## config.mk

```make
export PLATFORM = sky130hd
export DESIGN_NAME = tmr16_top
export DESIGN_NICKNAME = d
export VERILOG_FILES = /design/src/include/tmr16_pkg.sv /design/src/include/tmr16_tick_if.sv /design/src/tmr16_presc.sv /design/src/tmr16_edge.sv /design/src/tmr16_top.sv
export SDC_FILE = /design/constraint.sdc
export NUM_CORES = 1
export LEC_CHECK = 0
export ABC_AREA = 1
export BUFFER_PORTS_ARGS = -buffer_cell sky130_fd_sc_hd__buf_2
export CORE_UTILIZATION = 53
export DETAILED_ROUTE_END_ITERATION = 12
export MAX_ROUTING_LAYER = met4
export PLACE_DENSITY_LB_ADDON = 0.25
export RECOVER_POWER = 25
export SLEW_MARGIN = 20
export SYNTH_ARGS = -nofsm -noshare
export SYNTH_HDL_FRONTEND = slang
export SYNTH_SLANG_ARGS = --single-unit
```

## constraint.sdc

```tcl
create_clock -name i_mclk -period 1.4 [get_ports i_mclk]
set_clock_uncertainty 0.2 [all_clocks]
set_input_delay 0.28 -clock i_mclk [delete_from_list [all_inputs] [get_ports i_mclk]]
set_output_delay 0.28 -clock i_mclk [all_outputs]
set_load 0.01 [all_outputs]
```

## src/include/tmr16_pkg.sv

```systemverilog
/*
 * constants of the 16-bit free-running timer core: byte register map,
 * field positions, reset values, clock select codes and read-sequence states.
 * assumes an 8-bit register port with 4-bit byte addresses.
 */
package tmr16_pkg;
    // register map (byte addresses)
    localparam logic [3:0] A_CTRL1 = 4'h0;
    localparam logic [3:0] A_CTRL2 = 4'h1;
    localparam logic [3:0] A_STAT = 4'h2;
    localparam logic [3:0] A_CHR = 4'h3;
    localparam logic [3:0] A_CLR = 4'h4;
    localparam logic [3:0] A_ALT_COUNT_HIGH_BYTE = 4'h5;
    localparam logic [3:0] A_ALT_COUNT_LOW_BYTE = 4'h6;
    localparam logic [3:0] A_EVT = 4'h7;
    localparam logic [3:0] A_EMSK = 4'h8;
    // field positions
    localparam int OVERFLOW_IRQ_ENABLE_BIT = 5;
    localparam int CC_LSB = 2;
    localparam int EXT_EDGE_SELECT_BIT = 1;
    localparam int TOF_BIT = 5;
    localparam int EV_OVF = 0;
    localparam int EV_EXT = 1;
    localparam int EV_W = 2;
    // reset values
    localparam logic [7:0] CTRL1_RST = 8'h00;
    localparam logic [7:0] CTRL2_RST = 8'h00;
    localparam logic [1:0] EV_RST = 2'h0;
    localparam logic [15:0] CNT_RST = 16'hFFFC;
    localparam logic [15:0] CNT_MAX = 16'hFFFF;
    // clock select codes and prescaler masks (divide by mask + 1)
    localparam logic [1:0] CS_DIV2 = 2'h0;
    localparam logic [1:0] CS_DIV4 = 2'h1;
    localparam logic [1:0] CS_DIV8 = 2'h2;
    localparam logic [1:0] CS_EXT = 2'h3;
    localparam logic [2:0] PM_DIV2 = 3'h1;
    localparam logic [2:0] PM_DIV4 = 3'h3;
    localparam logic [2:0] PM_DIV8 = 3'h7;
    // 16-bit read sequence states
    typedef enum logic [1:0] {
        RS_IDLE = 2'b01,
        RS_HELD = 2'b10
    } tmr16_rseq_t;
endpackage

```

## src/include/tmr16_tick_if.sv

```systemverilog
/*
 * count-enable carrier between the tick sources and the counter core.
 * assumes one clock; the tick is a one-cycle pulse.
 */
`timescale 1ns/1ps
`default_nettype none
interface tmr16_tick_if;
    logic tick;
    modport src (output tick);
    modport snk (input tick);
endinterface
`default_nettype wire

```

## src/tmr16_presc.sv

```systemverilog
/*
 * cpu clock prescaler: one tick every 2, 4 or 8 clocks.
 * assumes i_run low freezes the division state.
 */
`timescale 1ns/1ps
`default_nettype none
module tmr16_presc
    import tmr16_pkg::*;
#(
    parameter int PW = 3
) (
    input wire logic i_mclk,
    input wire logic i_rstn,
    input wire logic i_run,
    input wire logic [1:0] i_sel,
    tmr16_tick_if.src tk
);
    if (PW < 3) begin : g_chk
        $error("prescaler needs at least 3 bits");
    end

    logic [PW-1:0] div_ff;
    logic [PW-1:0] nxt_div;
    logic [2:0] msk;

    always_comb begin
        case (i_sel)
            CS_DIV2: msk = PM_DIV2;
            CS_DIV4: msk = PM_DIV4;
            default: msk = PM_DIV8;
        endcase
        nxt_div = i_run ? div_ff + {{(PW-1){1'b0}}, 1'b1} : div_ff;
        tk.tick = i_run && ((div_ff[2:0] & msk) == msk);
    end

    always_ff @(posedge i_mclk) begin
        if (!i_rstn) begin
            div_ff <= '0;
        end else begin
            div_ff <= nxt_div;
        end
    end
endmodule
`default_nettype wire

```

## src/tmr16_edge.sv

```systemverilog
/*
 * external clock pin: two-flop synchroniser and selected-edge detector.
 * assumes the pin changes slower than a quarter of i_mclk.
 */
`timescale 1ns/1ps
`default_nettype none
module tmr16_edge (
    input wire logic i_mclk,
    input wire logic i_rstn,
    input wire logic i_pin,
    input wire logic i_rise,
    tmr16_tick_if.src tk
);
    logic s1_ff;
    logic s2_ff;
    logic s3_ff;

    // s1 is read only by s2
    always_comb begin
        tk.tick = i_rise ? (s2_ff && !s3_ff) : (!s2_ff && s3_ff);
    end

    always_ff @(posedge i_mclk) begin
        if (!i_rstn) begin
            s1_ff <= 1'b1;
            s2_ff <= 1'b1;
            s3_ff <= 1'b1;
        end else begin
            s1_ff <= i_pin;
            s2_ff <= s1_ff;
            s3_ff <= s2_ff;
        end
    end
endmodule
`default_nettype wire

```

## src/tmr16_top.sv

```systemverilog
/*
 * 16-bit free-running timer core: prescaled or external count clock,
 * main and alternate count views with buffered high-then-low read,
 * overflow flag with two-step clear, event status and interrupt.
 * assumes an 8-bit register port whose read data follow one cycle later,
 * a cpu interrupt mask input and a halt level from the power controller.
 */
// Our own choices: the address map and the plain strobed port.
// How it works
// - count clock is cpu clock over 2, 4, 8 or external pin
// - both clock-select bits set choose the external clock pin
// - edge select bit picks rising or falling external edge
// - counter changes only on the block clock, even for external edges
// - 16-bit up-counter, read as main and alternate views, byte split
// - counter loads FFFC at reset, never any other reload value
// - writing either low count byte forces FFFC
// - high byte read latches low byte, held until low byte read
// - low byte read outside a sequence returns the live low byte
// - rollover FFFF to 0000 sets the overflow flag
// - interrupt only with global mask clear and either overflow enable set or an unmasked event pending
// - flag clears after status read with flag set, then main low access
// - alternate low byte access never touches the overflow flag
// - wait mode changes nothing, counting goes on
// - halt freezes counter; interrupt wake resumes, reset wake reloads
// - an unbonded timer input reads as constant one
`timescale 1ns/1ps
`default_nettype none
module tmr16_top
    import tmr16_pkg::*;
#(
    parameter bit EXT_PIN_BONDED = 1'b1
) (
    input wire logic i_mclk,
    input wire logic i_rstn,
    input wire logic [3:0] i_addr,
    input wire logic [7:0] i_wdata,
    input wire logic i_wr,
    input wire logic i_rd,
    output logic [7:0] o_rdata,
    input wire logic i_ext_clock_pin,
    input wire logic i_halt,
    input wire logic i_glob_mask,
    output logic o_irq
);
    ////////////////////////////////////////////////////////////////////////
    // declarations

    logic [7:0] ctrl1_ff;
    logic [7:0] nxt_ctrl1;
    logic [7:0] ctrl2_ff;
    logic [7:0] nxt_ctrl2;
    logic [15:0] cnt_ff;
    logic [15:0] nxt_cnt;
    logic tof_ff;
    logic nxt_tof;
    logic arm_ff;
    logic nxt_arm;
    tmr16_rseq_t rs_ff;
    tmr16_rseq_t nxt_rs;
    logic [7:0] lo_buf_ff;
    logic [7:0] nxt_lo_buf;
    logic [EV_W-1:0] evt_ff;
    logic [EV_W-1:0] nxt_evt;
    logic [EV_W-1:0] emsk_ff;
    logic [EV_W-1:0] nxt_emsk;
    logic [7:0] rdata_ff;
    logic [7:0] nxt_rdata;

    logic [1:0] clock_select_bits;
    logic ext_edge_select;
    logic overflow_irq_enable;
    logic sel_ext;
    logic ext_clock_pin;
    logic ext_tick;
    logic tick;
    logic ovf_evt;
    logic wr_low;
    logic acc_clr;
    logic rd_hi;
    logic rd_lo;
    logic rd_sr;
    logic rd_evt;

    tmr16_tick_if pre_if ();
    tmr16_tick_if ext_if ();

    ////////////////////////////////////////////////////////////////////////
    // tick sources

    // a missing pin must look idle high, not float into false edges
    assign ext_clock_pin = EXT_PIN_BONDED ? i_ext_clock_pin : 1'b1;

    // halt stops the prescaler so the division phase is kept too
    tmr16_presc #(
        .PW(3)
    ) u_presc (
        .i_mclk(i_mclk),
        .i_rstn(i_rstn),
        .i_run(!i_halt),
        .i_sel(clock_select_bits),
        .tk(pre_if.src)
    );

    tmr16_edge u_edge (
        .i_mclk(i_mclk),
        .i_rstn(i_rstn),
        .i_pin(ext_clock_pin),
        .i_rise(ext_edge_select),
        .tk(ext_if.src)
    );

    ////////////////////////////////////////////////////////////////////////
    // decode and counter

    always_comb begin
        clock_select_bits = ctrl2_ff[CC_LSB +: 2];
        ext_edge_select = ctrl2_ff[EXT_EDGE_SELECT_BIT];
        overflow_irq_enable = ctrl1_ff[OVERFLOW_IRQ_ENABLE_BIT];
        sel_ext = (clock_select_bits == CS_EXT);
        ext_tick = ext_if.tick && !i_halt;
        tick = sel_ext ? ext_tick : pre_if.tick;
        wr_low = i_wr && ((i_addr == A_CLR) || (i_addr == A_ALT_COUNT_LOW_BYTE));
        acc_clr = (i_wr || i_rd) && (i_addr == A_CLR);
        rd_hi = i_rd && ((i_addr == A_CHR) || (i_addr == A_ALT_COUNT_HIGH_BYTE));
        rd_lo = i_rd && ((i_addr == A_CLR) || (i_addr == A_ALT_COUNT_LOW_BYTE));
        rd_sr = i_rd && (i_addr == A_STAT);
        rd_evt = i_rd && (i_addr == A_EVT);
        ovf_evt = tick && (cnt_ff == CNT_MAX) && !wr_low;
        // counts on every enabled tick, wait or not; the low write wins
        if (wr_low) begin
            nxt_cnt = CNT_RST;
        end else if (tick) begin
            nxt_cnt = cnt_ff + 16'h0001;
        end else begin
            nxt_cnt = cnt_ff;
        end
        nxt_ctrl1 = (i_wr && (i_addr == A_CTRL1)) ? i_wdata : ctrl1_ff;
        nxt_ctrl2 = (i_wr && (i_addr == A_CTRL2)) ? i_wdata : ctrl2_ff;
        nxt_emsk = (i_wr && (i_addr == A_EMSK)) ? i_wdata[EV_W-1:0] : emsk_ff;
    end

    ////////////////////////////////////////////////////////////////////////
    // overflow flag, its clear arming, event status

    always_comb begin
        // a rollover in the clearing cycle keeps the flag set
        if (ovf_evt) begin
            nxt_tof = 1'b1;
        end else if (arm_ff && acc_clr) begin
            nxt_tof = 1'b0;
        end else begin
            nxt_tof = tof_ff;
        end
        if (rd_sr && tof_ff) begin
            nxt_arm = 1'b1;
        end else if (acc_clr) begin
            nxt_arm = 1'b0;
        end else begin
            nxt_arm = arm_ff;
        end
        nxt_evt = rd_evt ? EV_RST : evt_ff;
        nxt_evt[EV_OVF] = nxt_evt[EV_OVF] | ovf_evt;
        nxt_evt[EV_EXT] = nxt_evt[EV_EXT] | (ext_tick && sel_ext);
    end

    ////////////////////////////////////////////////////////////////////////
    // buffered 16-bit read sequence

    always_comb begin
        nxt_rs = rs_ff;
        nxt_lo_buf = lo_buf_ff;
        case (rs_ff)
            RS_IDLE: begin
                if (rd_hi) begin
                    nxt_lo_buf = cnt_ff[7:0];
                    nxt_rs = RS_HELD;
                end
            end
            RS_HELD: begin
                // repeated high reads leave the buffer alone
                if (rd_lo) begin
                    nxt_rs = RS_IDLE;
                end
            end
            default: begin
                nxt_rs = RS_IDLE;
            end
        endcase
    end

    ////////////////////////////////////////////////////////////////////////
    // read data, one cycle after the strobe, zero otherwise

    always_comb begin
        nxt_rdata = 8'h00;
        if (i_rd) begin
            case (i_addr)
                A_CTRL1: nxt_rdata = ctrl1_ff;
                A_CTRL2: nxt_rdata = ctrl2_ff;
                A_STAT: nxt_rdata[TOF_BIT] = tof_ff;
                A_CHR, A_ALT_COUNT_HIGH_BYTE: nxt_rdata = cnt_ff[15:8];
                A_CLR, A_ALT_COUNT_LOW_BYTE: begin
                    nxt_rdata = (rs_ff == RS_HELD) ? lo_buf_ff : cnt_ff[7:0];
                end
                A_EVT: nxt_rdata[EV_W-1:0] = evt_ff;
                A_EMSK: nxt_rdata[EV_W-1:0] = emsk_ff;
                default: nxt_rdata = 8'h00;
            endcase
        end
    end

    assign o_rdata = rdata_ff;
    // the cpu mask gates both the overflow request and the event sources
    assign o_irq = !i_glob_mask &&
                   ((tof_ff && overflow_irq_enable) || ((evt_ff & emsk_ff) != '0));

    ////////////////////////////////////////////////////////////////////////
    // registers

    always_ff @(posedge i_mclk) begin
        if (!i_rstn) begin
            ctrl1_ff <= CTRL1_RST;
            ctrl2_ff <= CTRL2_RST;
            cnt_ff <= CNT_RST;
            tof_ff <= 1'b0;
            arm_ff <= 1'b0;
            rs_ff <= RS_IDLE;
            lo_buf_ff <= 8'h00;
            evt_ff <= EV_RST;
            emsk_ff <= EV_RST;
            rdata_ff <= 8'h00;
        end else begin
            ctrl1_ff <= nxt_ctrl1;
            ctrl2_ff <= nxt_ctrl2;
            cnt_ff <= nxt_cnt;
            tof_ff <= nxt_tof;
            arm_ff <= nxt_arm;
            rs_ff <= nxt_rs;
            lo_buf_ff <= nxt_lo_buf;
            evt_ff <= nxt_evt;
            emsk_ff <= nxt_emsk;
            rdata_ff <= nxt_rdata;
        end
    end
endmodule
`default_nettype wire

```

==> flow_summary.toml, run 1 <==
[run_status]
status = "finished, violations left"
violations = "negative setup slack"

[timing]
slew_headroom_pct = 72.9
worstMarginPinSlew_ns = 0.407
drv_slew = 0
finalHoldViolCount = 0
rsz0062_at_grt = "yes"
fin_crit_sh_pct = 117
fmax_ghz = 0.612
period_needed_ns = 1.63
finalSetupTns_ns = -1.75
setup_slack_ns = -0.234
setup_viol = 25

[setup_path]
required_ns = 0.92
cp-startpoint = "evt_ff[0]$_SDFF_PN0_"
start_kind = "flop"
crit_arrival_ns = 1.15
timing.rr.start = "cnt_ff[12]$_SDFFE_PP1P_"
cpPeakStageDelay_ns = 0.33
crit_type = "reg -> out"
critPathCaptureType = "primary output"
cp_max_fo = 2
slowest_stage = "dfxtp_2"
crit_path_cell_trace = "nand2_1 -> a31o_2 -> inv_1 -> buf_2"

[worst_hold_path]
hold_class = "in -> reg"
hp-start = "i_wdata[7]"

[run]
maxCapViolCount = 0

[route]
drc = 0
via_per_inst = 6.19
num_vias = 3890
dr.pass1.iters = 7
wl_um = 11900
wl_per_cell_um = 18.9
ant_nets = 0
dr.first_iter.drc_count = 656

[floorplan]
die_width_um = 77.0
io_pins = 28
num_rows = 26
die_area_um2 = 5930
core_um2 = 5270
start_util_pct = 56.6
die_y_um = 77.0

[placed_design]
portBuffers = 27
dp.cells = 594
place.gp.congestion = 0.900
dp_hpwl_um = 6060

[yosys]
synthCells = 440
ys_seq_elements = 62
synth.distinct_cells = 27
ys_seq_area_share_pct = 41.6
synth_nets = 461
avgSynthCellArea_um2 = 6.78
yosys_warnings = 0
synth_area_um2 = 2980

[power]
seq_power_share_pct = 42.6
power.density_nw_per_um2 = 944
p_switching_mw = 1.18
peakVddDrop_mv = 0.852
p_clk_share_pct = 40.8
power_leakage_nw = 2.18
comb_power_share_pct = 16.6
p_int_mw = 3.16
switching_share_pct = 27.2

[cts]
cts.sinks = 62
clk_pin_slew_ns = 0.07
h-tree-depth = 3
cts_buffers = 9
clkLatencyLatePin_ns = 0.35
clockBufferDepth = 2
cts_tree = "built"
root_buffer = "clkbuf_8"

[cells_and_area]
diodes = 0
final_nets = 574
final_cell_mix = "nand2_1, buf_4, inv_1, nand3_1, dfxtp_1"
area_delta_synth_final_pct = 54.0
stdcell_count = 628
final_common_cell = "nand2_1"
drive_gt1_share_pct = 41.6
nFillCells = 258

[global_route]
grt_pass1_vias = 3231
gr-total-overflow = 0
grt_usage_pct = 32.8
antenna_found_initial = 0
grt_pass1_wl_um = 14800
grt_max_degree = 19
-- through the flow --
stage	utilization [%]	hold WS (ns)	area [µm²]	total power, mW	setup slack, ns
floorplan	-	0.187	3010	2.14	0.00281
global placement	71.1	0.198	3750	2.40	-0.202
detailed placement	71.1	0.206	3750	2.41	-0.250
CTS	79.7	0.0185	4200	4.16	-0.188
global route	87.2	0.0246	4590	4.46	-0.257
finish	87.2	0.0170	4590	4.34	-0.234
-- path summary, 6_finish.rpt --
kind                              end  slack [ns]  depth (start not counted)
max                             o_irq       -0.23                          4
max reg2reg      evt_ff[0]$_SDFF_PN0_       -0.19                          6
min          ctrl1_ff[7]$_SDFFE_PN0P_        0.02                          3
min reg2reg   u_edge.s2_ff$_SDFF_PN1_        0.22                          1
-- power groups by stage --
stage / combinational [mW] / clock, mW / sequential [mW]
floorplan: 0.251 / 0 / 1.89
global placement: 0.512 / 0 / 1.89
detailed placement: 0.526 / 0 / 1.89
CTS: 0.579 / 1.74 / 1.85
global route: 0.759 / 1.85 / 1.85
finish: 0.718 / 1.77 / 1.85
-- worst max-delay path, delay by kind of cell (launching register included) --
kind / cells / cell delay [ns]
AO/OA/AOI/OAI: 1 / 0.24
AND/OR/NAND/NOR: 1 / 0.05
flip-flops: 1 / 0.33
buffers and inverters: 2 / 0.18
-- cells by family after synthesis --
kind of cell	Yosys count	synth area share, %
simple gates	237	35.2
compound gates	71	12.8
fa+ha+maj	2	0.839
buf+inv	65	8.72
flops	62	41.6
xor+xnor	3	0.881
-- registers in the layout, summed over array words and instances (netlist names) --
signal / flops
arm_ff: 1
cnt_ff: 16
ctrl1_ff: 8
ctrl2_ff: 8
emsk_ff: 2
evt_ff: 2
lo_buf_ff: 8
o_rdata: 8
rs_ff: 2
tof_ff: 1
u_edge.s1_ff: 1
u_edge.s2_ff: 1
u_edge.s3_ff: 1
u_presc.div_ff: 3
-- synthesized netlist by cell type, drive strengths merged --
master | n | area, µm²
o21ai | 30 | 150
a21oi | 31 | 155
nor2 | 37 | 169
a21boi | 1 | 7.51
or2 | 2 | 12.5
nor3 | 6 | 40.0
clkbuf | 4 | 15.0
a31o | 1 | 8.76
nand4 | 6 | 37.5
o21bai | 1 | 7.51
inv | 52 | 195
o211ai | 7 | 52.6
dfxtp | 62 | 1240
nand3b | 4 | 30.0
nand2 | 127 | 484
buf | 9 | 50.0
nand3 | 55 | 275
xor2 | 2 | 17.5
ha | 2 | 25.0
xnor2 | 1 | 8.76
-- metal layers --
layer	vias up	wire length (µm)	global-route usage, %
met2	348	5560	55.0
met3	129	1170	6.79
met1	1755	4180	37.6
li1	1658	-	-
met4	0	971	14.9
met5	-	0	-
-- final cells by class --
type                            instances  area [µm²]  area share, %
Clock buffer                           12         145           3.16
Sequential cell                        62        1290           28.2
Clock inverter                          4        70.1           1.53
Timing Repair Buffer                  114         922           20.1
Multi-Input combinational cell        314        1870           40.6
Inverter                               52         210           4.58
Tap cell                               70        87.6           1.91
-- repair_timing --
action / 4_1_cts / 5_1_grt
buffers inserted: 7 / 7
endpoints found under the setup margin: 22 / 30
hold endpoints to repair: 1 / 0
gates cloned: 1 / 2
hold buffers: 1 / 0
pin swaps: 14 / 47
resized for setup: 57 / 93
Note: power is estimated with default switching activity, not from simulation.
==> run 2, diff against run 1 <==
--- a/config.mk
+++ b/config.mk
@@ -6,8 +6,9 @@
 export NUM_CORES = 1
 export LEC_CHECK = 0
 export ABC_AREA = 1
-export BUFFER_PORTS_ARGS = -buffer_cell sky130_fd_sc_hd__buf_2
-export CORE_UTILIZATION = 53
+export BUFFER_PORTS_ARGS = -buffer_cell sky130_fd_sc_hd__buf_4
+export CORE_UTILIZATION = 55
+export CTS_BUF_LIST = sky130_fd_sc_hd__clkbuf_2
 export DETAILED_ROUTE_END_ITERATION = 12
 export MAX_ROUTING_LAYER = met4
 export PLACE_DENSITY_LB_ADDON = 0.25
==> flow_summary.toml, run 2 <==
[yosys]
yosys-top-cells-count = "nand2_1, dfxtp_1, nand3_1"
avgSynthCellArea_um2 = 6.78
async_reset_ff_share_pct = 0
yosys.cell_count.top_type = "nand2_1"
synthCells = 440
synthTopCellsByArea = "dfxtp_1, nand2_1, nand3_1"
yosys_warnings = 0
synth_edf_count = 0
synth_nets = 461
synth.distinct_cells = 27
yosysTopAreaCellShare_pct = 41.6
ys_seq_elements = 62
synth_top_area_cell = "dfxtp_1"
ys.flop_type = "dfxtp_1"
synth_area_um2 = 2980
ys_seq_area_share_pct = 41.6

[run_status]
lastStage = "global routing (5_1_grt)"
status = "aborted with a tool error"
tool.error = "[ERROR GRT-0232] Routing congestion too high. Check the congestion heatmap in the GUI."

[placed_design]
dp_hpwl_um = 6060
portBuffers = 27
place.gp.congestion = 0.948
dp.cells = 586
placed_cell_area_um2 = 3730

[cts]
root_buffer = "clkbuf_2"
cts.sinks = 62
h-tree-depth = 3
cts_buffers = 9
clockBufferDepth = 2

[floorplan]
start_util_pct = 57.7
die_y_um = 75.6
num_rows = 26
io_pins = 28
die_width_um = 75.6

[global_route]
gr-total-overflow = 3
grt_max_degree = 16
grt_usage_pct = 71.1

[timing]
grt_repair_worst_endpoint = "o_irq"
worstEndpointType = "top-level output"
## run 2: cell counts after synthesis
No cell type changed its count.
## run 2: cells by family after synthesis
kind of cell	Yosys count	synth area share, %
AOI/OAI and AO/OA	71	12.8
xor gates and xnor gates	3	0.881
adders and majority gates	2	0.839
buffers and inverters	65	8.72
DFF	62	41.6
and+or+nand+nor	237	35.2
## run 2: what timing repair did
item                                    in CTS
cloned                                       1
hold buffers                                15
buffers inserted                            14
endpoints found under the hold margin       27
gates resized for setup                     87
endpoints found under the setup margin      37
pin swaps                                   28
## run 2: through the flow
step           worst slack [ns]  util [%]  hold slack [ns]  TNS [ns]
4_1_cts                  -0.416      85.2          -0.0325     -2.45
2_1_floorplan           0.00281         -            0.187         0
3_5_place_dp             -0.207      72.1            0.200     -6.01
3_3_place_gp             -0.152      72.1            0.197     -3.81
## run 2: layer usage
metal  GRT overflow  GRT usage, %
met4              1          64.8
met3              0          53.3
met5              -             -
met1              0          72.7
met2              2          85.5
==> run 3, diff against run 2 <==
--- a/config.mk
+++ b/config.mk
@@ -7,11 +7,9 @@
 export LEC_CHECK = 0
 export ABC_AREA = 1
 export BUFFER_PORTS_ARGS = -buffer_cell sky130_fd_sc_hd__buf_4
-export CORE_UTILIZATION = 55
-export CTS_BUF_LIST = sky130_fd_sc_hd__clkbuf_2
+export CORE_UTILIZATION = 40
 export DETAILED_ROUTE_END_ITERATION = 12
-export MAX_ROUTING_LAYER = met4
-export PLACE_DENSITY_LB_ADDON = 0.25
+export PLACE_DENSITY_LB_ADDON = 0.15
 export RECOVER_POWER = 25
 export SLEW_MARGIN = 20
 export SYNTH_ARGS = -nofsm -noshare
==> constraint.sdc (replaced) <==
create_clock -name i_mclk -period 1.82 [get_ports i_mclk]
set_clock_uncertainty 0.2 [all_clocks]
set_input_delay 0.364 -clock i_mclk [delete_from_list [all_inputs] [get_ports i_mclk]]
set_output_delay 0.364 -clock i_mclk [all_outputs]
set_load 0.01 [all_outputs]
==> flow_summary.toml, run 3 (synthesized netlist as in run 1, its figures left out) <==
[run_status]
status = "completed"

[cells_and_area]
largest_reg_flops = 16
diodes = 0
final_util_pct = 49.0
area_delta_synth_final_pct = 18.6
drive_gt1_share_pct = 14.1
final_common_cell = "nand2_1"
final_cell_mix = "nand2_1, dfxtp_1, nand3_1, inv_1, buf_4"
nFillCells = 765
final_nets = 501
regMostFlops = "cnt_ff"

[setup_path]
slowest_stage = "dfxtp_1"
required_ns = 1.26
cpPeakStageDelay_ns = 0.37
crit_arrival_ns = 1.15
crit_path_cell_trace = "nand2_1 -> a31o_2 -> inv_1 -> buf_4"
cp-startpoint = "evt_ff[0]$_SDFF_PN0_"
crit_type = "reg -> out"
start_kind = "flop"
critPathCaptureType = "primary output"
cp_max_fo = 3
cp.buffers_inverters = 2
timing.rr.start = "cnt_ff[3]$_SDFFE_PP1P_"
critical-path-top-delay-family = "flip-flops"

[route]
via_per_inst = 4.91
wl_per_cell_um = 12.7
dr.pass1.iters = 5
num_vias = 2860
dr.first_iter.drc_count = 147
ant_nets = 0
wl_um = 7380
drc = 0

[placed_design]
portBuffers = 27
dp_hpwl_um = 5580
pre_cts_slack_ns = -0.0152
place.gp.congestion = 0.825

[global_route]
grt_pass1_vias = 2552
grt_max_degree = 21
grt_usage_pct = 20.8
grt_pass1_wl_um = 12300
antenna_found_initial = 0
gr-total-overflow = 0

[cts]
clkLatencyLatePin_ns = 0.34
postCtsSetupRepairBufs = 0
cts_buffers = 9
root_buffer = "clkbuf_8"
cts.sinks = 62
clockBufferDepth = 2
clk_pin_slew_ns = 0.07
h-tree-depth = 3
cts_tree = "built"

[floorplan]
num_rows = 31
core_um2 = 7210
die_width_um = 88.4
io_pins = 28
start_util_pct = 41.3
die_y_um = 88.4
die_area_um2 = 7810

[worst_hold_path]
hold_class = "in -> reg"
hp-start = "i_wdata[6]"

[timing]
setup_slack_ns = 0.103
fin_crit_sh_pct = 94.4
period_needed_ns = 1.72
hold_slack_ns = 0.104
finalSetupTns_ns = 0
worstMarginPinSlew_ns = 0.983
rsz0062_at_grt = "no"
slew_headroom_pct = 34.4
setup_viol = 0
finalHoldViolCount = 0
fmax_ghz = 0.582
drv_slew = 0

[power]
power.density_nw_per_um2 = 787
peakVddDrop_mv = 0.361
p_total_mw = 2.78
power_leakage_nw = 1.65

[run]
maxCapViolCount = 0
run 3: final timing paths:
check                                  end  slack (ns)  cells past startpoint
setup / recovery                     o_irq        0.10                      4
hold / removal    ctrl1_ff[6]$_SDFFE_PN0P_        0.10                      3
setup reg to reg   cnt_ff[15]$_SDFFE_PP1P_        0.18                      7
hold reg to reg    u_edge.s2_ff$_SDFF_PN1_        0.21                      1
run 3: per-stage QoR:
stage | cells | cell area (µm²)
3_3_place_gp | 567 | 3370
3_5_place_dp | 567 | 3370
4_1_cts | 582 | 3550
2_1_floorplan | 440 | 2980
5_1_grt | 582 | 3540
6_report | 582 | 3540
run 3: worst reg2reg max path, cell delays in order, from the launching register on:
cell,delay (ns)
dfxtp_1,0.43
nand2_1,0.18
nor2_1,0.25
nand3_1,0.11
nor2_1,0.15
nand2_1,0.07
nand2_1,0.06
nand3_1,0.06
run 3: final cells by class:
type / count / area, µm² / share of cell area (%)
inverter: 52 / 195 / 5.52
tap: 99 / 124 / 3.50
timing repair buffer: 42 / 329 / 9.30
clock buffer: 10 / 138 / 3.89
clock inverter: 4 / 25.0 / 0.707
multi-input combinational: 313 / 1490 / 42.0
sequential: 62 / 1240 / 35.1
run 3: power breakdown:
part	leakage, nW	internal, mW	switching [mW]
Sequential	0.504	1.40	0.0320
Clock	0.0800	0.510	0.537
Combinational	1.07	0.118	0.190
run 3: metal layers:
metal / track usage [%] / wire length, µm / vias to the layer above
met3: 5.22 / 367 / 8
met4: 7.04 / 80 / 0
met5: 0 / 0 / -
li1: - / - / 1512
met1: 28.6 / 3640 / 1277
met2: 31.9 / 3300 / 63
run 3: repair_timing:
item                       in CTS  in global routing
hold endpoints to repair        1                  0
resized for setup               0                  1
hold buffers                    1                  0
setup endpoints to repair       0                  1
